===== src/rtl/dram_cmd_map.svh =====
// Constants for the clock-enable and command path of the memory device
`ifndef DRAM_CMD_MAP_SVH
`define DRAM_CMD_MAP_SVH

// ******************************************************
// Widths
// ******************************************************
`define DRAM_BANK_W       3
`define DRAM_ADDR_W       14
`define DRAM_COL_W        10
`define DRAM_AP_BIT       10
`define DRAM_MR_NUM       4

// ******************************************************
// Timing
// ******************************************************
`define DRAM_TCKE_CLK     3
`define DRAM_TXSRD_CLK    200
`define DRAM_TXSNR_CLK    200
`define DRAM_TMRD_CLK     2
`define DRAM_BUSY_CLK     16
`define DRAM_AL_DEF       3'h0

// ******************************************************
// Reset values
// ******************************************************
`define DRAM_CNT_RST      8'h00

`endif


===== src/rtl/dram_cmd_pkg.sv =====
// Types shared by both ends of the command link
package dram_cmd_pkg;

    // Decoded command from the strobe pins
    typedef enum logic [2:0] {
        CMD_NOP  = 3'b000,
        CMD_MRS  = 3'b001,
        CMD_REF  = 3'b010,
        CMD_PRE  = 3'b011,
        CMD_ACT  = 3'b100,
        CMD_WR   = 3'b101,
        CMD_RD   = 3'b110,
        CMD_DES  = 3'b111
    } cmd_t;

    // Device power state
    typedef enum logic [2:0] {
        PS_IDLE  = 3'b000,
        PS_ACT   = 3'b001,
        PS_APD   = 3'b010,
        PS_PPD   = 3'b011,
        PS_SREF  = 3'b100
    } pstate_t;

    // Decode the four strobes; cs_n high is a deselect
    function automatic cmd_t decode(input logic cs_n, input logic ras_n,
                                    input logic cas_n, input logic we_n);
        if (cs_n) begin
            return CMD_DES;
        end
        case ({ras_n, cas_n, we_n})
            3'b000:  return CMD_MRS;
            3'b001:  return CMD_REF;
            3'b010:  return CMD_PRE;
            3'b011:  return CMD_ACT;
            3'b100:  return CMD_WR;
            3'b101:  return CMD_RD;
            default: return CMD_NOP;
        endcase
    endfunction

endpackage


===== src/rtl/dram_cmd_if.sv =====
// Command, clock-enable and write mask pins between controller and device
`timescale 1ns/1ps
`default_nettype none
`include "dram_cmd_map.svh"
interface dram_cmd_if;
    logic                      cke;    // Clock enable
    logic                      cs_n;   // Chip select
    logic                      ras_n;  // Row strobe
    logic                      cas_n;  // Column strobe
    logic                      we_n;   // Write enable
    logic                      odt;    // Termination enable
    logic [`DRAM_BANK_W-1:0]   ba;     // Bank address
    logic [`DRAM_ADDR_W-1:0]   addr;   // Address
    logic                      dm;     // Write data mask
    logic [7:0]                dq;     // Write data

    modport ctrl (output cke, cs_n, ras_n, cas_n, we_n, odt, ba, addr, dm, dq);
    modport dev  (input  cke, cs_n, ras_n, cas_n, we_n, odt, ba, addr, dm, dq);
endinterface
`default_nettype wire


===== src/rtl/dram_cmd_dev.sv =====
// Device end: power state, command decode, bank rows and masked writes
//
// ******************************************************
// ******************************************************
//
`timescale 1ns/1ps
`default_nettype none
`include "dram_cmd_map.svh"
module dram_cmd_dev #(
    parameter int NBANK = 8,     // Number of banks
    parameter int DEPTH = 16     // Words kept by the small array model
) (
    input  wire logic                       clk,
    input  wire logic                       reset_n,
    dram_cmd_if.dev                         pins,
    output logic [2:0]                      pstate,
    output logic [NBANK-1:0]                bank_open,
    output logic                            odt_on,
    output logic                            rd_go,
    output logic                            wr_go,
    output logic                            ap_go,
    output logic [`DRAM_COL_W-1:0]          col_out,
    output logic [`DRAM_BANK_W-1:0]         bank_out,
    output logic [7:0]                      wr_word
);

    // ******************************************************
    // State
    // ******************************************************
    logic                      cke_prev_r;  // CKE at previous edge
    dram_cmd_pkg::pstate_t     ps_r;        // Power state
    dram_cmd_pkg::cmd_t        cmd;         // Command this edge
    logic [`DRAM_ADDR_W-1:0]   row_r [NBANK];       // Open rows
    logic [NBANK-1:0]          open_r;      // Row open per bank
    logic [`DRAM_ADDR_W-1:0]   mr_r [`DRAM_MR_NUM]; // Mode registers
    logic [2:0]                al_r;        // Additive latency
    logic [7:0]                mem_r [DEPTH];       // Small array
    logic [`DRAM_COL_W-1:0]    wcol_r;      // Pending write column
    logic                      wpend_r;     // Write beat expected
    // Additive latency pipe: valid, read, ap, bank, column
    logic [6:0]                alv_r;
    logic [6:0]                alr_r;
    logic [6:0]                ala_r;
    logic [`DRAM_BANK_W-1:0]   alb_r [7];
    logic [`DRAM_COL_W-1:0]    alc_r [7];
    logic                      issue;       // Clocked cycle, CKE high on both edges
    logic                      pd_cmd;      // NOP or deselect

    // Commands count when CKE was and is high; a refresh as CKE falls with no row open enters self refresh
    assign cmd    = dram_cmd_pkg::decode(pins.cs_n, pins.ras_n,
                                         pins.cas_n, pins.we_n);
    assign issue  = cke_prev_r && pins.cke;
    assign pd_cmd = (cmd == dram_cmd_pkg::CMD_NOP) ||
                    (cmd == dram_cmd_pkg::CMD_DES);

    // ******************************************************
    // Clock-enable history
    // ******************************************************
    // Previous CKE level for the two-edge decision
    always_ff @(posedge clk) begin
        if (!reset_n) begin
            cke_prev_r <= 1'b0;
        end else begin
            cke_prev_r <= pins.cke;
        end
    end

    // ******************************************************
    // Power state
    // ******************************************************
    // ODT never steers these transitions
    always_ff @(posedge clk) begin
        if (!reset_n) begin
            ps_r <= dram_cmd_pkg::PS_IDLE;
        end else begin
            case (ps_r)
                dram_cmd_pkg::PS_APD, dram_cmd_pkg::PS_PPD: begin
                    // Held while CKE low on both edges, no refresh
                    if (!cke_prev_r && pins.cke && pd_cmd) begin
                        ps_r <= (|open_r) ? dram_cmd_pkg::PS_ACT
                                          : dram_cmd_pkg::PS_IDLE;
                    end
                end
                dram_cmd_pkg::PS_SREF: begin
                    // A rising CKE is the wake-up; clock may have stopped
                    if (pins.cke) begin
                        ps_r <= dram_cmd_pkg::PS_IDLE;
                    end
                end
                default: begin
                    if (cke_prev_r && !pins.cke) begin
                        if (cmd == dram_cmd_pkg::CMD_REF && !(|open_r)) begin
                            ps_r <= dram_cmd_pkg::PS_SREF;
                        end else if (pd_cmd) begin
                            ps_r <= (|open_r) ? dram_cmd_pkg::PS_APD
                                              : dram_cmd_pkg::PS_PPD;
                        end
                    end else if (issue) begin
                        ps_r <= (|open_r) ? dram_cmd_pkg::PS_ACT
                                          : dram_cmd_pkg::PS_IDLE;
                    end
                end
            endcase
        end
    end

    // ******************************************************
    // Mode registers and banks
    // ******************************************************
    // Deselect and NOP fall through untouched
    always_ff @(posedge clk) begin
        if (!reset_n) begin
            open_r <= '0;
            al_r   <= `DRAM_AL_DEF;
            for (int i = 0; i < NBANK; i++) begin
                row_r[i] <= '0;
            end
            for (int i = 0; i < `DRAM_MR_NUM; i++) begin
                mr_r[i] <= '0;
            end
        end else begin
            // Auto precharge closes the row as the burst is taken;
            // an activate on the same edge is set later and wins
            if (alv_r[0] && ala_r[0]) begin
                open_r[alb_r[0]] <= 1'b0;
            end
            if (issue) begin
                case (cmd)
                    dram_cmd_pkg::CMD_MRS: begin
                        mr_r[pins.ba[1:0]] <= pins.addr;
                        if (pins.ba[1:0] == 2'b01) begin
                            al_r <= pins.addr[5:3];
                        end
                    end
                    dram_cmd_pkg::CMD_ACT: begin
                        open_r[pins.ba]  <= 1'b1;
                        row_r[pins.ba]   <= pins.addr;
                    end
                    dram_cmd_pkg::CMD_PRE: begin
                        if (pins.addr[`DRAM_AP_BIT]) begin
                            open_r <= '0;
                        end else begin
                            open_r[pins.ba] <= 1'b0;
                        end
                    end
                    default: begin
                    end
                endcase
            end
        end
    end

    // ******************************************************
    // Additive latency pipe
    // ******************************************************
    // Slot al_r loaded; slot 0 is the internal registration
    always_ff @(posedge clk) begin
        if (!reset_n) begin
            alv_r <= '0;
            alr_r <= '0;
            ala_r <= '0;
            for (int i = 0; i < 7; i++) begin
                alb_r[i] <= '0;
                alc_r[i] <= '0;
            end
        end else begin
            alv_r <= {1'b0, alv_r[6:1]};
            alr_r <= {1'b0, alr_r[6:1]};
            ala_r <= {1'b0, ala_r[6:1]};
            for (int i = 0; i < 6; i++) begin
                alb_r[i] <= alb_r[i+1];
                alc_r[i] <= alc_r[i+1];
            end
            if (issue && (cmd == dram_cmd_pkg::CMD_RD ||
                          cmd == dram_cmd_pkg::CMD_WR)) begin
                alv_r[al_r] <= 1'b1;
                alr_r[al_r] <= (cmd == dram_cmd_pkg::CMD_RD);
                ala_r[al_r] <= pins.addr[`DRAM_AP_BIT];
                alb_r[al_r] <= pins.ba;
                alc_r[al_r] <= pins.addr[`DRAM_COL_W-1:0];
            end
        end
    end

    // ******************************************************
    // Write data with byte mask
    // ******************************************************
    // Single beat per write keeps the model small
    always_ff @(posedge clk) begin
        if (!reset_n) begin
            wpend_r <= 1'b0;
            wcol_r  <= '0;
        end else begin
            wpend_r <= alv_r[0] && !alr_r[0];
            // Column kept until the next write so wr_word stays on it
            if (alv_r[0] && !alr_r[0]) begin
                wcol_r <= alc_r[0];
            end
            if (wpend_r && !pins.dm) begin
                mem_r[wcol_r[$clog2(DEPTH)-1:0]] <= pins.dq;
            end
        end
    end

    // ******************************************************
    // Outputs
    // ******************************************************
    always_ff @(posedge clk) begin
        if (!reset_n) begin
            rd_go    <= 1'b0;
            wr_go    <= 1'b0;
            ap_go    <= 1'b0;
            col_out  <= '0;
            bank_out <= '0;
            wr_word  <= '0;
        end else begin
            rd_go    <= alv_r[0] && alr_r[0];
            wr_go    <= alv_r[0] && !alr_r[0];
            ap_go    <= alv_r[0] && ala_r[0];
            col_out  <= alc_r[0];
            bank_out <= alb_r[0];
            wr_word  <= mem_r[wcol_r[$clog2(DEPTH)-1:0]];
        end
    end

    assign pstate    = ps_r;
    assign bank_open = open_r;
    // Termination follows the pin except in self refresh
    assign odt_on    = pins.odt && (ps_r != dram_cmd_pkg::PS_SREF);

endmodule
`default_nettype wire


===== src/flat_wrapper.sv =====
// flat-port wrapper written by rule: the top's interface ports become plain ports
module dram_cmd_dev_flat 
#(
    parameter int NBANK = 8,                       
    parameter int DEPTH = 16                                           
)
  (clk, reset_n, pstate, bank_open, odt_on, rd_go, wr_go, ap_go, col_out, bank_out, wr_word, pins_cke, pins_cs_n, pins_ras_n, pins_cas_n, pins_we_n, pins_odt, pins_ba, pins_addr, pins_dm, pins_dq);
  dram_cmd_if pins_i ();
  input  wire logic clk;
  input  wire logic reset_n;
  output logic [2:0] pstate;
  output logic [NBANK-1:0] bank_open;
  output logic odt_on;
  output logic rd_go;
  output logic wr_go;
  output logic ap_go;
  output logic [`DRAM_COL_W-1:0] col_out;
  output logic [`DRAM_BANK_W-1:0] bank_out;
  output logic [7:0] wr_word;
  input wire logic [$bits(pins_i.cke)-1:0] pins_cke;
  input wire logic [$bits(pins_i.cs_n)-1:0] pins_cs_n;
  input wire logic [$bits(pins_i.ras_n)-1:0] pins_ras_n;
  input wire logic [$bits(pins_i.cas_n)-1:0] pins_cas_n;
  input wire logic [$bits(pins_i.we_n)-1:0] pins_we_n;
  input wire logic [$bits(pins_i.odt)-1:0] pins_odt;
  input wire logic [$bits(pins_i.ba)-1:0] pins_ba;
  input wire logic [$bits(pins_i.addr)-1:0] pins_addr;
  input wire logic [$bits(pins_i.dm)-1:0] pins_dm;
  input wire logic [$bits(pins_i.dq)-1:0] pins_dq;
  assign pins_i.cke = pins_cke;
  assign pins_i.cs_n = pins_cs_n;
  assign pins_i.ras_n = pins_ras_n;
  assign pins_i.cas_n = pins_cas_n;
  assign pins_i.we_n = pins_we_n;
  assign pins_i.odt = pins_odt;
  assign pins_i.ba = pins_ba;
  assign pins_i.addr = pins_addr;
  assign pins_i.dm = pins_dm;
  assign pins_i.dq = pins_dq;
  dram_cmd_dev #(.NBANK(NBANK), .DEPTH(DEPTH)) u_core (.clk(clk), .reset_n(reset_n), .pins(pins_i), .pstate(pstate), .bank_open(bank_open), .odt_on(odt_on), .rd_go(rd_go), .wr_go(wr_go), .ap_go(ap_go), .col_out(col_out), .bank_out(bank_out), .wr_word(wr_word));
endmodule

===== config.mk =====
export PLATFORM = sky130hd
export DESIGN_NAME = dram_cmd_dev_flat
export DESIGN_NICKNAME = d
export VERILOG_FILES = /design/src/rtl/dram_cmd_pkg.sv /design/src/rtl/dram_cmd_if.sv /design/src/rtl/dram_cmd_dev.sv /design/src/flat_wrapper.sv
export VERILOG_INCLUDE_DIRS = /design/src /design/src/rtl
export SDC_FILE = /design/constraint.sdc
export NUM_CORES = 1
export LEC_CHECK = 0
export ABC_AREA = 1
export ABC_CLOCK_PERIOD_IN_PS = 4400
export BUFFER_PORTS_ARGS = -buffer_cell sky130_fd_sc_hd__buf_4
export CAP_MARGIN = 20
export CORE_MARGIN = 2
export CORE_UTILIZATION = 45
export CTS_BUF_LIST = sky130_fd_sc_hd__clkbuf_16
export DETAILED_ROUTE_END_ITERATION = 10
export REMOVE_ABC_BUFFERS = 1
export SLEW_MARGIN = 20
export SYNTH_ARGS = -nofsm -noshare
export SYNTH_HDL_FRONTEND = slang
export SYNTH_SLANG_ARGS = --single-unit

===== constraint.sdc =====
create_clock -name clk -period 4.4 [get_ports clk]
set_input_delay 1.1 -clock clk [delete_from_list [all_inputs] [get_ports clk]]
set_output_delay 1.1 -clock clk [all_outputs]
set_load 0.03 [all_outputs]

==> results of run 1 <==
==> final cells by class <==
cell class              count  area (sq um)  area share, %
well taps                 319           399           3.25
flip-flops and latches    283          6950           56.5
repair buffers             73           548           4.46
clock inverters            24           219           1.78
clock buffers              31           776           6.31
multi-input cells         569          3090           25.1
inverters                  80           315           2.56
==> state kept, by name, indices dropped and copies added (netlist names) <==
register           count
u_core.pstate          3
u_core.alr_r           7
u_core.wpend_r         1
u_core.cke_prev_r      1
u_core.wr_word         8
u_core.mem_r         128
u_core.wcol_r          4
u_core.col_out        10
u_core.bank_open       8
u_core.alb_r          21
u_core.ap_go           1
u_core.bank_out        3
u_core.alc_r          70
u_core.ala_r           7
u_core.al_r            3
u_core.alv_r           7
u_core.rd_go           1
==> power breakdown <==
group	switching, uW	internal, uW
registers	3.77	2750
clock network	993	1500
logic	115	43.3
total	1110	4300
==> layout by cell type (no fill, tap or decap), drive strengths merged, types with 4 or more instances in the layout <==
master	instances
nand2	166
buf	73
a21oi	36
nand4	6
inv	80
a22oi	64
clkinvlp	5
bufinv	4
o21ai	130
clkinv	15
nand3	83
clkbuf	31
nor2	68
o211ai	6
nor3	7
dfxtp	155
edfxtp	128
==> path summary, 6_finish.rpt <==
kind	end	cells past startpoint
max	odt_on	4
min	u_core.col_out[9]$_SDFF_PN0_	2
max reg2reg	u_core.mem_r[10][6]$_DFFE_PP_	5
min reg2reg	u_core.col_out[9]$_SDFF_PN0_	2
==> worst min-delay path, delay by kind of cell, from the launching register on <==
family | cells | cell delay, ns
flops | 1 | 0.30
buf+inv | 1 | 0.04
simple gates | 1 | 0.05
==> per-stage QoR <==
| step | util [%] | setup slack, ns |
|---|---|---|
| 6_report | 52.9 | 1.85 |
| 5_1_grt | 52.9 | 1.80 |
| 4_1_cts | 52.9 | 1.85 |
| 3_5_place_dp | 48.6 | 1.51 |
| 3_3_place_gp | 48.6 | 1.51 |
| 2_1_floorplan | - | 1.76 |
==> kinds of logic (layout without fill, tap and decap cells) <==
group	after synthesis	in the layout	share of synthesized area [%]
simple gates	331	331	14.6
buf+inv	123	208	5.34
flops	283	283	65.6
compound gates	238	238	14.5
==> routing by layer <==
| metal | track usage (%) | routed length (microns) | vias to the layer above |
|---|---|---|---|
| li1 | - | - | 3528 |
| met2 | 31.6 | 11100 | 131 |
| met5 | 0 | 0 | - |
| met4 | 4.16 | 350 | 0 |
| met3 | 3.17 | 1010 | 27 |
| met1 | 25.4 | 10400 | 3329 |
==> results.txt, run 1 <==
The initial core utilization is 45.5%. The routed wire length is 22900 microns. The synthesized design spends more area on one cell type than any other, namely edfxtp_1. The number of vias in the routed layout came out at 7015. The number of buffer and inverter instances along the worst setup path came out at 3.

The overall die height came out at 157 microns. The final HPWL from detailed placement is 14100 microns. The startpoint identified for the worst register-to-register timing path is u_core.wcol_r[1]$_SDFFE_PN0P_. The number of global-route vias before repair is 6691. The non-filler instance count after layout came out at 1379.

Entering global routing, the biggest net connects 73 pins. The number of gates resized after cts is 0. The hold violation count in the final report is 0. The placed standard-cell area came out at 11300 sq um. The origin of the worst setup path is pins_odt. The die covers 24800 sq um. After synthesis, the netlist uses 33 different library cells. In this run the count of I/O pins placed on the die edge is 70. The clock tree from TritonCTS is done. In this run the number of H-tree levels came out at 1. The tool flagged a number of max-cap violations equal to 0.

The worst voltage drop across the vdd grid came out at 0.000298 V. The critical path in this run is classified as in2out. After the first detailed-routing iteration, the DRC count stood at 472. Clock tree synthesis selected as its root buffer the cell clkbuf_16. The worst slew slack as a fraction of its limit is 44.5%. Across the routed clock network, the largest skew measured is 0.0190 ns. The post-detailed-route count of antenna-violating nets is 0. At the worst endpoint, the arrival time is 1.45 ns. The top achievable clock speed came out at 0.392 GHz. The number of fill cells in the layout came out at 2138. The post-CTS setup buffer count is 0.

The slowest stage of the critical path is the buf_4 cell. The synthesized design contains 128 enable-type register cells. For this design the static power due to leakage is 0.00483 uW.

The clock passes through at most 3 buffers. The number of search-and-repair iterations in the first detailed-routing pass came out at 4. For this run, design rule violations remaining after detail routing come to 0.

The synthesized flop and latch total is 283. The pin slew with the least headroom to its limit is 0.830 ns. The routed length per placed instance is 16.6 microns. The number of sinks driven by the clock tree is 283. Yosys printed 0 warnings. The summed negative setup slack over all endpoints is 0 ns. Among the stages of the critical path, the cell type that occurs most often is buf_4. The commonest cells after synthesis are dfxtp_1 (155), nand2_1 (152), edfxtp_1 (128), nand3_1 (81), inv_1 (72). The area of the placeable core is 23300 sq um. The horizontal die dimension is 157 microns. At the end of the flow, the number of nets in the layout was 1071. The flow ran to the end, and the final reports show no timing, DRC or antenna violations.

The final number of max-transition violations is 0. The largest single stage delay on the critical path is 0.16 ns. The async set or reset register ratio after synthesis is 0%. Among all flip-flop cells after synthesis, the most frequent one is dfxtp_1. The floorplan has 56 rows. Setup repair after global routing left no endpoint under its margin. The final-report setup violation count came out at 0. The all-layer global routing usage is 18.7%. The number of antenna diodes in the final layout is 0.

The area of the mapped netlist is 10600 sq um. After detailed placement, the design holds a cell count of 1324. Final hold analysis gives a worst-case slack of 0.412 ns. The latest clock arrival within the worst-skew pair came out at 0.54 ns. During placement, the flow inserted port buffers numbering 66.

The total clock buffers created by CTS is 30. STA classifies the critical path endpoint as an output pin. Across all register-to-register paths, the minimum setup slack is 2.20 ns. The placer's final routability congestion estimate came out at 0.820.

The ratio of total power to cell area came out at 440 nW/um^2. The required time of the critical path came out at 3.30 ns. The final global-route overflow total is 0. The startpoint identified for the worst hold timing path is u_core.alc_r[0][9]$_DFF_P_. The worst setup path is launched from a primary input. After layout, the design draws a total of 5410 uW. The register clock-pin slew on the reported worst setup and hold paths came out at 0.05 ns. The top cell type by area accounts for 36.3% of the synthesized area.

The first global-routing pass estimated 36200 microns of wire. The kind of cell with the highest combined delay along the critical path is buffers and inverters. The worst hold path belongs to the class reg2reg. Yosys attributes the largest share of cell area to edfxtp_1 (36%), dfxtp_1 (29%), nand2_1 (5.4%). The final critical path takes up 58.0% of the cycle. The final critical path time including I/O delays and setup came out at 2.55 ns. The most numerous cell in the Yosys netlist is dfxtp_1. Averaged over all synthesized cells, the footprint is 10.9 sq um. The largest fanout on the critical path is 1.

The number of antenna violations at the first check in global routing came out at 0. The number of hold buffers added after cts is 0. For this run, the register share of the synthesized area comes to 65.6%.

The layout overhead on the synthesized area came out at 16.0%. The gate count of the mapped netlist came out at 975. Traced cell by cell, the critical path runs through buf_4 > inv_1 > nor2_1 > buf_4. The layout cell share with drive strength beyond 1 is 18.1%. The mean number of vias per cell came out at 5.09. With fillers left out, the area of the finished cells amounts to 12300 sq um.
Power figures use the tool's default switching activity.
==> run 2, diff against run 1 <==
ABC_CLOCK_PERIOD_IN_PS = 2200   (was 4400)
clock period = 2.2 ns   (was 4.4 ns; I/O delays follow)
==> results.txt, run 2 (synthesized netlist as in run 1, its figures left out) <==
After filler insertion, the fill cell instance count of the layout stands at 2107. Data on the critical path arrives at its endpoint at 1.41 ns. The maximum cell stage delay along the critical path came out at 0.37 ns. The tree is rooted in a clkbuf_16.

The final number of max-transition violations is 0. The finished layout cell area came out at 12400 sq um. The number of rows in the core area is 56. The mean number of vias per cell came out at 5.09.

The post-detailed-route DRC marker count came out at 0. After clock tree synthesis, the setup repair step added 0 buffers. The final-stage net count came out at 1099.

Global routing used 19.0% of the available tracks across all layers. 70 I/O pins were placed. The wire length of the first global-routing pass is 36500 microns. The run finished with clean final reports. The critical path in this run is classified as reg2out. The total clock buffers created by CTS is 29. Counting instances, the worst hold path has a depth of 3. Counting cells, the worst reg-to-reg path comes to 5.

The post-detailed-route count of antenna-violating nets is 0. TritonCTS built the clock tree. The worst clock skew came out at 0.00773 ns.

Buffers inserted to repair hold after CTS numbered 0. The number of global-route vias before repair is 6797. The final layout contains routed wiring with a total length of 23200 microns. Summed over all nets, the switching power comes to 2170 uW. The maximum clock path buffer count is 3. Counting stages on the worst path, the most repeated cell is nor2_1.

The H-tree level count came out at 1. The final global-route overflow total came out at 0. The number of vias in the routed layout is 7139.

The path class of the lowest-slack min-delay path is in2reg. On the critical path the largest part of the delay comes from flip-flops. The largest fanout on the critical path is 4. STA classifies the critical path startpoint as a register. The number of antenna violations at the first check in global routing is 0. From left edge to right edge, the die measures 157 microns. The number of sinks driven by the clock tree is 283. For this design the ratio of total power to cell area is 831 nW/um^2. The worst voltage drop across the vdd grid came out at 0.000506 V.

The pin slew with the least headroom to its limit is 0.523 ns. The library cell used most frequently in the layout, excluding fill and tap cells, is dfxtp_1. The critical path contains buffers and inverters numbering 2 combined. The worst path uses 89.1% of the clock period. The worst register-to-register path begins at u_core.wcol_r[1]$_SDFFE_PN0P_.

The hold violation count in the final report came out at 0. The total length of routed met3 wires came out at 1030 microns. The path length in cells of the critical path is 5. The worst setup path is captured at an output pin. The layout cell share with drive strength beyond 1 is 20.1%. The design internal power is 8160 uW. The hold path startpoint is pins_cke. The area of the placeable core came out at 23300 sq um.

In the layout the commonest cells are dfxtp_1 (155), nand2_1 (152), edfxtp_1 (128). The count of input and output buffers is 66. The share of total power dissipated in the clock network is 43.5%. Detailed placement finished with a half-perimeter wire length of 15000 microns. The share of total power dissipated in combinational logic is 3.2%. The overall die height came out at 157 microns. The instance count after placement with tap cells included came out at 1353.

The routed length per placed instance came out at 16.5 microns. The required time of the critical path came out at 1.65 ns. Setup violations remaining at the end of the flow were counted as 0. The switching part of the total power is 21.0%. The starting DRC count in detailed routing is 359. The analysis attributes to cell leakage a power of 0.00495 uW. The detailed router put a total of 10200 microns of wire on met1. The register clock-pin slew on the reported worst setup and hold paths is 0.06 ns. The final critical path time including I/O delays and setup came out at 1.96 ns. The placer's final routability congestion estimate came out at 0.847. The top achievable clock speed is 0.510 GHz.

The die area is 24800 sq um. The number of gates resized after cts came out at 0. Max-cap violations in this run came to 0.

The pin count of the biggest net entering global routing came out at 51. Walking the worst path, the cells encountered are nor2_1 > nand2_1 > inv_1 > nor2_1 > buf_4. The clock reaches the later pin of the worst-skew pair after 0.53 ns. The layout overhead on the synthesized area is 17.3%.

The number of diodes added for antenna fixing is 0. The number of search-and-repair iterations in the first detailed-routing pass is 7. The overall power of the completed layout came out at 10300 uW.

In this run the worst setup path begins at u_core.pstate[1]$_SDFFE_PN0P_. For this design, the slowest cell found on the critical path is dfxtp_1. Detailed routing placed a total of 11500 microns of wire on met2. Measured against its own limit, the worst slew margin works out to 65.1%. The initial core utilization came out at 45.5%. The placed instances occupy a cell area of 11600 sq um. The highest metal layer carrying signal wires in the routed design is met4. Per report_power, the sequential group accounts for 53.3% of the total. The register with the most flip-flops in the layout has 128 of them. The count of cells in the finished layout, fillers not included, comes to 1403. Setup repair after global routing left no endpoint under its margin.
==> run 2: final timing paths <==
kind | to | slack [ns]
max | odt_on | 0.24
min reg2reg | u_core.wpend_r$_SDFF_PN0_ | 0.41
max reg2reg | u_core.mem_r[10][6]$_DFFE_PP_ | 0.34
min | u_core.cke_prev_r$_SDFF_PN0_ | 0.22
==> run 2: worst reg2reg max path, cell delays in order, from the launching register on <==
cell	delay (ns)
dfxtp_1	0.40
inv_1	0.09
nor2_2	0.42
nand2_1	0.27
nor2_1	0.18
buf_4	0.20
==> run 2: metrics by stage <==
step	TNS [ns]	utilization [%]	setup slack (ns)	hold slack (ns)
after floorplan	-25.50	-	-0.300	0.390
after global placement	0	49.7	0.198	0.398
after detailed placement	0	49.7	0.194	0.399
after CTS	0	53.4	0.212	0.208
after global routing	0	53.4	0.159	0.219
final	0	53.4	0.239	0.223
==> run 2: layout make-up <==
class | count | area (sq um) | share of cell area, %
Multi-Input combinational cell | 569 | 3090 | 24.9
Inverter | 80 | 315 | 2.54
Clock inverter | 20 | 124 | 0.997
Sequential cell | 283 | 6950 | 55.9
Timing Repair Buffer | 102 | 803 | 6.46
Clock buffer | 30 | 751 | 6.04
Tap cell | 319 | 399 | 3.21
==> run 2: power groups by stage <==
stage               Clock [uW]  Sequential, uW  Combinational, uW
finish                    4490            5510                329
floorplan                    0            5640                107
global placement             0            5620                329
global route              4800            5510                363
detailed placement           0            5620                333
CTS                       4600            5510                333
==> run 2: layer usage <==
metal,global-route usage (%),vias to the layer above
met5,0,-
met4,5.32,0
met3,2.31,46
met2,33.2,152
met1,24.9,3374
li1,-,3567
